### src/arf_regs.svh
// Register offsets, field positions, reset values and timing counts of the result formatter.
// ============================================================================
`ifndef ARF_REGS_SVH
`define ARF_REGS_SVH

// ============================================================================
// Register offsets.
`define ARF_RESULT_LOW_OFS    8'h04
`define ARF_RESULT_HIGH_OFS   8'h05
`define ARF_STATUS_OFS        8'h06
`define ARF_INPUT_SELECT_OFS  8'h07
`define ARF_CONTROL_B_OFS     8'h08
`define ARF_IRQ_MASK_OFS      8'h09

// ============================================================================
// Field positions.
`define ARF_IS_LEFT_BIT       5
`define ARF_IS_REF_TOP_BIT    4
`define ARF_CB_BIPOLAR_BIT    7
`define ARF_CB_SWAP_BIT       5
`define ARF_ST_DONE_BIT       0
`define ARF_ST_BUSY_BIT       1

// ============================================================================
// Reset values and codes.
`define ARF_REG_RESET         8'h00
`define ARF_SENSOR_CODE       4'hF
`define ARF_ZERO_CODE         10'h000
`define ARF_FULL_CODE         10'h3FF
`define ARF_NEG_LIMIT         10'h200
`define ARF_POS_LIMIT         10'h1FF

// ============================================================================
// Conversion lengths in converter clock cycles.
`define ARF_NORMAL_CYCLES     5'd13
`define ARF_LONG_CYCLES       5'd25

`endif
### src/arf_pkg.sv
// Types shared by the result formatter files.
package arf_pkg;
  // Reference source decoded from the reference field.
  typedef enum logic [2:0] {
    ARF_REF_SUPPLY, ARF_REF_EXTERNAL, ARF_REF_INT_1V1, ARF_REF_RESERVED,
    ARF_REF_INT_2V56, ARF_REF_INT_2V56_BYPASS
  } arf_ref_type;
  // Sequencer states.
  typedef enum logic [1:0] {ARF_IDLE, ARF_CONVERT, ARF_FINISH} arf_state_type;
endpackage : arf_pkg

### src/arf_code_format.sv
// Combinational formatter from raw converter code to a ten-bit result.
`timescale 1ns/1ps
`include "arf_regs.svh"
module arf_code_format
  import arf_pkg::*;
(
  input  wire logic        diff_in,       // Differential channel in use.
  input  wire logic        bipolar_in,    // Bipolar mode requested.
  input  wire logic        negative_in,   // Positive input below negative.
  input  wire logic [9:0]  magnitude_in,  // Gained magnitude of the input.
  output logic      [9:0]  code_out       // Formatted ten-bit code.
);
  // Bipolar uses half scale: the magnitude, already saturated at full scale, is halved.
  logic [8:0] half_mag;
  logic [9:0] signed_code;
  logic       use_bipolar;
  assign use_bipolar = diff_in & bipolar_in;
  assign half_mag = magnitude_in[9:1];
  // Negation of up to 511 stays inside the lower limit; the sign lands in bit nine.
  assign signed_code = negative_in ? (~{1'b0, half_mag} + 10'h001) : {1'b0, half_mag};
  // Unipolar differential clamps a negative difference to zero.
  assign code_out = use_bipolar ? signed_code :
                    (diff_in & negative_in) ? `ARF_ZERO_CODE : magnitude_in;
endmodule : arf_code_format

### src/arf_converter_ctrl.sv
// Converter control: input select, reference latch, result formatting and registers.
`timescale 1ns/1ps
`include "arf_regs.svh"
module arf_converter_ctrl
  import arf_pkg::*;
(
  input  wire logic        clk_in,              // System clock, 40 MHz.
  input  wire logic        rst_n_in,            // Synchronous reset, active low.
  input  wire logic [7:0]  addr_in,             // Register address.
  input  wire logic [7:0]  wdata_in,            // Write data.
  input  wire logic        wr_in,               // Write strobe.
  input  wire logic        rd_in,               // Read strobe.
  output logic      [7:0]  rdata_out,           // Read data, cycle after strobe.
  input  wire logic        conv_clk_en_in,      // Converter clock enable pulse.
  input  wire logic        start_in,            // Start one conversion.
  input  wire logic [9:0]  pos_level_in,        // Sampled positive input level.
  input  wire logic [9:0]  neg_level_in,        // Sampled negative input level.
  output logic      [3:0]  channel_gain_select_out, // Channel code in use.
  output logic      [2:0]  reference_select_out,    // Reference field in use.
  output arf_ref_type      ref_source_out,      // Decoded reference source.
  output logic             sensor_enable_out,   // Temperature sensor enabled.
  output logic             gain_twenty_out,     // Twenty times gain selected.
  output logic             busy_out,            // Conversion running.
  output logic             irq_out              // Level interrupt.
);
  // ==========================================================================
  // Register state.
  logic [7:0]  input_select_reg;     // Software copy of the input select register.
  logic [7:0]  control_b_reg;        // Bipolar and swap bits.
  logic [7:0]  irq_mask_reg;         // Interrupt mask.
  logic        done_reg;             // Sticky conversion done flag.
  logic [9:0]  result_reg;           // Latest right-justified result.
  logic [3:0]  chan_lock_reg;        // Channel code held during conversion.
  logic [2:0]  ref_lock_reg;         // Reference held during conversion.
  logic        ref_changed_reg;      // Reference changed since last start.
  logic [4:0]  cycle_reg;            // Converter cycles remaining.
  logic [7:0]  rdata_reg;            // Registered read data.
  arf_state_type state_reg;          // Sequencer state.

  // ==========================================================================
  // Decode of the bus and of the fields.
  wire [2:0] ref_field = {input_select_reg[`ARF_IS_REF_TOP_BIT], input_select_reg[7:6]};
  wire       wr_is   = wr_in & (addr_in == `ARF_INPUT_SELECT_OFS);
  wire       wr_cb   = wr_in & (addr_in == `ARF_CONTROL_B_OFS);
  wire       wr_mask = wr_in & (addr_in == `ARF_IRQ_MASK_OFS);
  wire       wr_st   = wr_in & (addr_in == `ARF_STATUS_OFS);
  wire       idle    = (state_reg == ARF_IDLE);
  // Channel codes four through eleven are differential pairs.
  // Decoded from the code in use, so it follows software while idle and stays locked while busy.
  wire       diff_sel = (channel_gain_select_out[3:2] == 2'b01) |
                        (channel_gain_select_out[3:2] == 2'b10);
  wire       finish  = (state_reg == ARF_CONVERT) & conv_clk_en_in & (cycle_reg == 5'd1);
  wire [2:0] ref_next = {wdata_in[`ARF_IS_REF_TOP_BIT], wdata_in[7:6]};
  wire       ref_write_chg = wr_is & (ref_next != ref_field);

  // Selections follow software while idle, locked while converting.
  assign channel_gain_select_out = idle ? input_select_reg[3:0] : chan_lock_reg;
  assign reference_select_out    = idle ? ref_field : ref_lock_reg;
  assign sensor_enable_out = (channel_gain_select_out == `ARF_SENSOR_CODE);
  assign gain_twenty_out   = diff_sel & channel_gain_select_out[0];
  assign busy_out = ~idle;

  // Reference decode; the top bit only matters when bit 1 is set.
  always_comb begin
    unique case ({reference_select_out[1:0]})
      2'b00: ref_source_out = ARF_REF_SUPPLY;
      2'b01: ref_source_out = ARF_REF_EXTERNAL;
      2'b10: ref_source_out = reference_select_out[2] ? ARF_REF_INT_2V56 : ARF_REF_INT_1V1;
      2'b11: ref_source_out = reference_select_out[2] ? ARF_REF_INT_2V56_BYPASS
                                                      : ARF_REF_RESERVED;
    endcase
  end

  // ==========================================================================
  // Differential path: swap, difference and gain.
  wire        swap    = control_b_reg[`ARF_CB_SWAP_BIT];
  wire [9:0]  pos_eff = (diff_sel & swap) ? neg_level_in : pos_level_in;
  wire [9:0]  neg_eff = (diff_sel & swap) ? pos_level_in : neg_level_in;
  wire        negative = neg_eff > pos_eff;
  wire [9:0]  diff_mag = negative ? (neg_eff - pos_eff) : (pos_eff - neg_eff);
  // Twenty times gain saturates at full scale rather than wrap.
  wire [14:0] gained = {5'h00, diff_mag} * 15'd20;
  wire [9:0]  mag = ~diff_sel ? pos_level_in :
                    ~gain_twenty_out ? diff_mag :
                    (gained > 15'h03FF) ? `ARF_FULL_CODE : gained[9:0];
  logic [9:0] formatted;

  arf_code_format u_format (
    .diff_in      (diff_sel),
    .bipolar_in   (control_b_reg[`ARF_CB_BIPOLAR_BIT]),
    .negative_in  (negative),
    .magnitude_in (mag),
    .code_out     (formatted)
  );

  // ==========================================================================
  // Presentation: left justify acts on stored result at once.
  wire        left = input_select_reg[`ARF_IS_LEFT_BIT];
  wire [15:0] shown = left ? {result_reg, 6'h00} : {6'h00, result_reg};
  wire [7:0]  status = {6'h00, ~idle, done_reg};
  logic [7:0] rdata_next_c;        // Read data chosen by the address.
  always_comb begin
    unique case (addr_in)
      `ARF_RESULT_LOW_OFS:   rdata_next_c = shown[7:0];
      `ARF_RESULT_HIGH_OFS:  rdata_next_c = shown[15:8];
      `ARF_STATUS_OFS:       rdata_next_c = status;
      `ARF_INPUT_SELECT_OFS: rdata_next_c = input_select_reg;
      `ARF_CONTROL_B_OFS:    rdata_next_c = control_b_reg;
      `ARF_IRQ_MASK_OFS:     rdata_next_c = irq_mask_reg;
      default:               rdata_next_c = `ARF_REG_RESET;
    endcase
  end
  assign rdata_out = rdata_reg;
  assign irq_out = done_reg & irq_mask_reg[`ARF_ST_DONE_BIT];

  // ==========================================================================
  // Registers written by software.
  always_ff @(posedge clk_in) begin
    if (!rst_n_in) begin
      input_select_reg <= `ARF_REG_RESET;
      control_b_reg    <= `ARF_REG_RESET;
      irq_mask_reg     <= `ARF_REG_RESET;
      rdata_reg        <= `ARF_REG_RESET;
    end else begin
      if (wr_is) input_select_reg <= wdata_in;
      if (wr_cb) control_b_reg <= wdata_in;
      if (wr_mask) irq_mask_reg <= wdata_in;
      rdata_reg <= rd_in ? rdata_next_c : `ARF_REG_RESET;
    end
  end

  // Sequencer: lock selections at start, length from reference change.
  always_ff @(posedge clk_in) begin
    if (!rst_n_in) begin
      state_reg       <= ARF_IDLE;
      cycle_reg       <= 5'd0;
      chan_lock_reg   <= 4'h0;
      ref_lock_reg    <= 3'h0;
      ref_changed_reg <= 1'b0;
      result_reg      <= `ARF_ZERO_CODE;
      done_reg        <= 1'b0;
    end else begin
      // A change of the reference field marks the next conversion long.
      if (ref_write_chg) begin
        ref_changed_reg <= 1'b1;
      end
      unique case (state_reg)
        ARF_IDLE: begin
          if (start_in) begin
            state_reg     <= ARF_CONVERT;
            chan_lock_reg <= input_select_reg[3:0];
            ref_lock_reg  <= ref_field;
            cycle_reg     <= ref_changed_reg ? `ARF_LONG_CYCLES : `ARF_NORMAL_CYCLES;
            // A reference write in the start cycle still marks the next conversion long.
            ref_changed_reg <= ref_write_chg;
          end
        end
        ARF_CONVERT: begin
          if (conv_clk_en_in) cycle_reg <= cycle_reg - 5'd1;
          if (finish) begin
            result_reg <= formatted;
            state_reg  <= ARF_FINISH;
          end
        end
        ARF_FINISH: state_reg <= ARF_IDLE;
      endcase
      // Set wins over a simultaneous write-one clear.
      if (finish) done_reg <= 1'b1;
      else if (wr_st && wdata_in[`ARF_ST_DONE_BIT]) done_reg <= 1'b0;
    end
  end
endmodule : arf_converter_ctrl

### config.mk
export PLATFORM = sky130hd
export DESIGN_NAME = arf_converter_ctrl
export DESIGN_NICKNAME = d
export VERILOG_FILES = /design/src/arf_pkg.sv /design/src/arf_code_format.sv /design/src/arf_converter_ctrl.sv
export VERILOG_INCLUDE_DIRS = /design/src /design/src/src
export SDC_FILE = /design/constraint.sdc
export NUM_CORES = 1
export LEC_CHECK = 0
export BUFFER_PORTS_ARGS = -buffer_cell sky130_fd_sc_hd__buf_2
export CORE_MARGIN = 5
export CORE_UTILIZATION = 45
export DETAILED_ROUTE_END_ITERATION = 7
export GPL_ROUTABILITY_DRIVEN = 0
export PLACE_DENSITY = 0.78
export SYNTH_ARGS = -nofsm -noshare
export SYNTH_HDL_FRONTEND = slang
export SYNTH_SLANG_ARGS = --single-unit
### constraint.sdc
create_clock -name clk_in -period 7.9 [get_ports clk_in]
set_input_delay 0.395 -clock clk_in [delete_from_list [all_inputs] [get_ports clk_in]]
set_output_delay 0.395 -clock clk_in [all_outputs]
set_load 0.005 [all_outputs]
Word-level counts from Yosys, hierarchy flattened --
Cells that the tools add are included.
Cells by class: muxes and demuxes 28, equality and inequality tests 19, order comparisons 2, divide/modulo/power cells 0, $mul 1, reductions and logical operators 10, bitwise logic cells 15, shift operators 0, $add $sub $neg 4
Operators by type and width (count):
- $mux W10 | 9
- $pmux W8 S6 | 1
- $eq A8 B3 Y1 const B | 4
- $sub A10 B10 Y10 | 2
- $eq A8 B4 Y1 const B | 2
- $mux W16 | 1
- $gt A15 B10 Y1 const B | 1
- $mux W5 | 3
- $mul A10 B3 Y13 const B | 1
- $and A1 B1 Y1 | 12
- $pmux W3 S4 | 1
- $add A10 B1 Y10 const B | 1
- $gt A10 B10 Y1 | 1
- $not A9 Y10 | 1
- $pmux W5 S2 | 1
- $mux W3 | 3
- $eq A2 B2 Y1 const B | 4
- $reduce_and A2 Y1 | 4
- $eq A2 B1 Y1 const B | 3
- $ne A2 B2 Y1 const B | 3
- $pmux W2 S3 | 1
- $eq A5 B1 Y1 const B | 1
- $mux W1 | 5
- $sub A5 B1 Y5 const B | 1
- other kinds (10) | 13
Storage, ports and cells: logic and storage cells 90, flip-flop bits (word level) 58, memories 0, bits of input ports 42, output and inout port bits 22, bits in latches 0, memory bits (writable) 0, bits in read-only memories 0

Logic depth before layout (Yosys ltp) --
depth after elaboration 17, mapped depth 37, gate-level depth less buffers 33

Cells and area by module --
A second synthesis with hierarchy kept.
Second synthesis, totals: cells, all modules 647, area total of the unflattened synthesis 5108.6 um^2
Modules (own cells, without submodules):
- arf_converter_ctrl | cells an instance 579, times used 1, seq. area each 1161.1 um^2, area an instance 4690.7 um^2
- arf_code_format | cells an instance 68, times used 1, seq. area each 0.0 um^2, area an instance 417.9 um^2

Least setup slack after synthesis --
No wires, ideal clock.
kind register -> register, start register state_reg[0], end register result_reg[9], period minus slack after synthesis 7497 ps, setup time 116 ps, setup slack 403 ps, stages on the path, launching flop included 35, data required time 7784 ps, data arrival time 7380 ps, buffers on the path 4, path through dfxtp_1 inv_1 ha_1 clkbuf_1 mux2_2 ha_1 nand2_1 buf_2 mux2i_1 ha_1 a211oi_1 or3_1 a21o_1 o211a_1 buf_6 nor2_4 clkbuf_1 nand2_1 o21ai_0 nand2_1 o21ai_0 ha_1 ha_1 a21o_1 a21oi_1 nand2b_1 nor4b_1 o32ai_1 nor4b_1 nand3_4 o221ai_2 nand2_2 or4_4 nand3b_1 a41o_1
On the way: cells in the longest elaborated chain, start to end 17, elaborated cells on any way between the ends 29, classes of those cells add/sub (3); mul (1); order compare (2); eq/ne (3); mux (10); bitwise (8); reduce/logical (2)
RTL lines:
- start: declaration | line arf_converter_ctrl.sv:38 | arf_state_type state_reg;
- start signal: assignment | line arf_converter_ctrl.sv:135 | state_reg <= ARF_IDLE;
- start signal: assignment | line arf_converter_ctrl.sv:150 | state_reg <= ARF_CONVERT;
- start signal: assignment | line arf_converter_ctrl.sv:162 | state_reg <= ARF_FINISH;
- $logic_not A2 Y1 * | line arf_converter_ctrl.sv:47 | wire idle = (state_reg == ARF_IDLE);
- $mux W4 * | line arf_converter_ctrl.sv:57 | assign channel_gain_select_out = idle ? input_select_reg[3:0] : chan_lock_reg;
- named net channel_gain_select_out[2] | line arf_converter_ctrl.sv:18 | output logic [3:0] channel_gain_select_out,
- $eq A2 B1 Y1 or $eq A2 B2 Y1 (tied branches) | line arf_converter_ctrl.sv:50, arf_converter_ctrl.sv:51
- $or A1 B1 Y1 * | line arf_converter_ctrl.sv:50 | wire diff_sel = (channel_gain_select_out[3:2] == 2'b01) |
- $and A1 B1 Y1 | line arf_converter_ctrl.sv:77, arf_converter_ctrl.sv:78
- $mux W10, on equally long branches | line arf_converter_ctrl.sv:77, arf_converter_ctrl.sv:78
- $sub A10 B10 Y10 or $gt A10 B10 Y1 (tied branches) | line arf_converter_ctrl.sv:80, arf_converter_ctrl.sv:79
- [... 2 more ...]
- $gt A15 B10 Y1 | line arf_converter_ctrl.sv:85 | (gained > 15'h03FF) ? `ARF_FULL_CODE : gained[9:0];
- $mux W10 | line arf_converter_ctrl.sv:85
- $mux W10 | line arf_converter_ctrl.sv:84 | ~gain_twenty_out ? diff_mag :
- $mux W10 | line arf_converter_ctrl.sv:83 | wire [9:0] mag = ~diff_sel ? pos_level_in :
- $not A9 Y10 | line arf_code_format.sv:20 | assign signed_code = negative_in ? (~{1'b0, half_mag} + 10'h001) : {1'b0, half_mag};
- $add A10 B1 Y10 | line arf_code_format.sv:20
- $mux W10 | line arf_code_format.sv:20
- $mux W10 * | line arf_code_format.sv:22 | assign code_out = use_bipolar ? signed_code :
- end signal: assignment | line arf_converter_ctrl.sv:140 | result_reg <= `ARF_ZERO_CODE;
- end signal: assignment | line arf_converter_ctrl.sv:161 | result_reg <= formatted;
- end: declaration | line arf_converter_ctrl.sv:32 | logic [9:0] result_reg;
Mark *: on every way through the listed nets, which the timed path passes. The rest lies on a longest branch. A chain may end at the register's enable or synchronous reset.

Worst setup path after layout --
start register state_reg[1], end register result_reg[8]
On the way: cells in the longest elaborated chain, start to end 17, elaborated cells on any way between the ends 29, classes of those cells add/sub (3); mul (1); order compare (2); eq/ne (3); mux (10); bitwise (8); reduce/logical (2)
RTL lines:
- $logic_not A2 Y1 | line arf_converter_ctrl.sv:47
- $mux W4 | line arf_converter_ctrl.sv:57
- $eq A2 B1 Y1 or $eq A2 B2 Y1 (tied branches) | line arf_converter_ctrl.sv:50, arf_converter_ctrl.sv:51
- $or A1 B1 Y1 | line arf_converter_ctrl.sv:50
- $and A1 B1 Y1 | line arf_converter_ctrl.sv:77, arf_converter_ctrl.sv:78
- $mux W10, on equally long branches | line arf_converter_ctrl.sv:77, arf_converter_ctrl.sv:78
- $sub A10 B10 Y10 or $gt A10 B10 Y1 (tied branches) | line arf_converter_ctrl.sv:80, arf_converter_ctrl.sv:79
- $mux W10 | line arf_converter_ctrl.sv:80 | wire [9:0] diff_mag = negative ? (neg_eff - pos_eff) : (pos_eff - neg_eff);
- $mul A10 B3 Y13 | line arf_converter_ctrl.sv:82 | wire [14:0] gained = {5'h00, diff_mag} * 15'd20;
- $gt A15 B10 Y1 | line arf_converter_ctrl.sv:85
- $mux W10 | line arf_converter_ctrl.sv:85
- $mux W10 | line arf_converter_ctrl.sv:84
- $mux W10 | line arf_converter_ctrl.sv:83
- $not A9 Y10 | line arf_code_format.sv:20
- $add A10 B1 Y10 | line arf_code_format.sv:20
- $mux W10 | line arf_code_format.sv:20
- $mux W10 | line arf_code_format.sv:22
Several ways; a longest one is shown, not always the timed one.

==> results.toml <==
[clock_tree]
cts_buffers = 9
cts_max_path_buffers = 2
cts_sinks = 58
cts_root_buffer = "clkbuf_16"
cts_tree = "yes"
clk_latency_ns = 0.32
postCtsHoldBufs = 0
clk_pin_slew_ns = 0.05
htreeDepth = 3

[global_route]
overflow = 0
grt_pass1_wl_um = 25960
grt_max_degree = 53
grt_pass1_vias = 5358
grt_usage_pct = 21.25
grt_antenna_before_repair = 0

[sta]
fin_worst_skew_ns = 0.008405
hold_violations = 0
whs_ns = 0.3559
maxSlewViolCount = 0
finalSetupTns_ns = 0
period_share_pct = 92.74
fin_crit_ns = 7.326
grt_setup_unrepaired = "false"
finalSetupViolations = 0
clock.fmax_ghz = 0.1365
slew-limit-headroom_pct = 48.49
worstMarginPinSlew_ns = 0.7655

[die]
placementRows = 40
start_util_pct = 46.38
die_area_mm2 = 0.01487
ios = 64
core_mm2 = 0.01216
die_w_um = 122.0
die_y_um = 122.0

[power]
swShare_pct = 35.53
p_leak_uw = 0.002595
p_clk_share_pct = 32.3
switchingPower_uw = 387.9
peakVddDrop_mv = 0.1184
p_int_uw = 703.8
power_density_mw_per_mm2 = 172.3
pwr-share-comb_pct = 39.1
pwr-share-seq_pct = 28.6
power_uw = 1092

[synth]
ys_async_sr_fraction_pct = 0
yosysSeqAreaShare_pct = 20.59
syn_area_mm2 = 0.005640
ys.warnings.count = 0
synth_edf_count = 0
synth-seq-cells = 58
synthCells = 732
yosysTopAreaCell = "dfxtp_1"
yosysUniqueCellTypes = 88
synthesis.nets = 799
syn_area_per_cell_um2 = 7.705
ys.flop_type = "dfxtp_1"
yosys-top-cells-area = "dfxtp_1 (21%), ha_1 (5.3%), mux2i_1 (5.0%), nand2_1 (4.9%), nor2b_1 (4.2%)"
synth_top_area_share_pct = 20.59

[critical_path]
crit_end = "result_reg[8]$_SDFFE_PN0P_"
worst_setup_path_end_kind = "register"
rrSetupSlack_ns = 0.57
cp.required_ns = 8.14
r2r_cells = 33
cp-startpoint = "state_reg[1]$_SDFFE_PN0P_"
r2r-start = "state_reg[1]$_SDFFE_PN0P_"
crit_top_cell = "ha_1"
reg2reg_to = "result_reg[8]$_SDFFE_PN0P_"
critPathMaxStageDelay_ns = 0.38
path_max_fanout = 11
cp.arrival_ns = 7.57
startpoint_type = "register"
critPathKind = "reg -> reg"
cp_slowest_cell = "mux2_2"

[detailed_routing]
wl_um = 15920
routed-via-count = 5851
firstDrtPassIters = 7
wl_per_cell_um = 16.77
drtIter0Drc = 540
drc = 0
vias_per_cell = 6.165
drtAntennaViolNets = 0

[placement]
io_buffers = 63
place_area_mm2 = 0.006028
dp_hpwl_um = 12250

[final_layout]
layout-drive-gt1-share_pct = 17.41
final.fill_count = 1173
area_growth_pct = 12.36
seq_area_mm2 = 0.001161
final_cell_area_mm2 = 0.006337
multi_input_area_mm2 = 0.004183
fin_nets = 844
insertedDiodeCount = 0
largest_reg_flops = 10

[worst_hold_path]
hold_class = "in -> reg"

[outcome]
status = "finished clean"

[run]
maxCapViolations = 0
[timing repair]
| action | 4_1_cts | 5_1_grt |
|---|---|---|
| gates resized for setup | 0 | 1 |
| endpoints found under the hold margin | 0 | 0 |
| buffers inserted | 0 | 3 |
| setup endpoints to repair | 0 | 6 |
[cells in the final DEF, fill, tap and decap left out, types with 9 or more instances in the layout]
master	synthesis	layout
buf_4	6	13
a21boi_0	20	20
nor3_1	19	19
and3_1	12	12
mux2_2	9	9
clkbuf_16	0	9
nor2_1	41	41
a21oi_1	42	42
mux2i_1	28	28
o211ai_1	9	10
inv_1	26	26
nor2b_1	38	38
nand2_1	74	74
buf_2	4	63
nand3_1	23	23
ha_1	24	24
dfxtp_1	58	58
o22ai_1	12	12
o21ai_0	44	44
nand2b_1	21	21
xnor2_1	15	15
[logic make-up (layout without fill, tap and decap cells)]
| kind of cell | count (synthesis) | in the layout | synth area share [%] |
|---|---|---|---|
| XOR/XNOR | 26 | 26 | 4.437 |
| adder cells (fa/ha/maj) | 30 | 30 | 6.611 |
| AND/OR/NAND/NOR | 296 | 296 | 28.97 |
| AO/OA/AOI/OAI | 216 | 217 | 27.02 |
| multiplexers | 37 | 37 | 6.766 |
| flip-flops | 58 | 58 | 20.59 |
| buffers and inverters | 69 | 117 | 5.612 |
[routing by layer]
metal / track usage, % / wire (µm) / part of all wire [%]
met3: 4.782 / 1491 / 9.4
met5: 0 / 0 / 0
met1: 28.56 / 6930 / 44
met2: 33.84 / 7123 / 45
met4: 6.723 / 369 / 2.3
[final cells by class]
cell class | count | area share (%)
repair buffers | 76 | 6.515
inverters | 26 | 1.540
multi-input cells | 606 | 66.00
clock buffers | 13 | 4.107
well taps | 168 | 3.317
clock inverters | 2 | 0.1974
flip-flops and latches | 58 | 18.32
[Yosys cell counts (all sizes together) (12+ instances only)]
cell    count
nand2      76
a21boi     21
dfxtp      58
nor2b      38
a21oi      43
o21ai      47
nor3       19
o22ai      14
nor2       42
nand3      25
ha         24
xnor2      16
mux2i      28
nand2b     21
and3       12
buf        14
clkbuf     29
inv        26
[worst min path at each step]
stage,cells past startpoint,to,start,slack [ns]
after floorplan,2,state_reg[1]$_SDFFE_PN0P_,state_reg[1]$_SDFFE_PN0P_,0.44
final,3,control_b_reg[2]$_SDFFE_PN0P_,wdata_in[2],0.36
after detailed placement,2,control_b_reg[1]$_SDFFE_PN0P_,control_b_reg[1]$_SDFFE_PN0P_,0.46
after CTS,3,control_b_reg[2]$_SDFFE_PN0P_,wdata_in[2],0.36
after global placement,2,chan_lock_reg[1]$_SDFFE_PN0P_,chan_lock_reg[1]$_SDFFE_PN0P_,0.45
after global routing,3,control_b_reg[1]$_SDFFE_PN0P_,wdata_in[1],0.38
[power by group through the flow]
| stage | logic, µW | clock network (µW) | registers (µW) |
|---|---|---|---|
| finish | 427 | 353 | 312 |
| global route | 477 | 370 | 313 |
| CTS | 417 | 356 | 312 |
| detailed placement | 415 | 0 | 317 |
| global placement | 408 | 0 | 317 |
| floorplan | 323 | 0 | 315 |
[stage by stage]
step / instances / utilization, % / setup WS [ns]
4_1_cts: 945 / 51.81 / 0.3728
3_5_place_dp: 930 / 49.57 / 0.4146
3_3_place_gp: 930 / 49.57 / 0.6377
6_report: 949 / 52.11 / 0.5739
5_1_grt: 949 / 52.11 / 0.008570
2_1_floorplan: 732 / - / 0.4035
[worst max-delay path, delay by kind of cell, from the launching register on]
kind / cells / cell delay, ns
and+or+nand+nor: 11 / 2.14
AOI/OAI and AO/OA: 11 / 2.04
adders and majority gates: 6 / 1.69
muxes: 2 / 0.66
buffers and inverters: 3 / 0.39
DFF: 1 / 0.30
(Power assumes the default switching activity.)
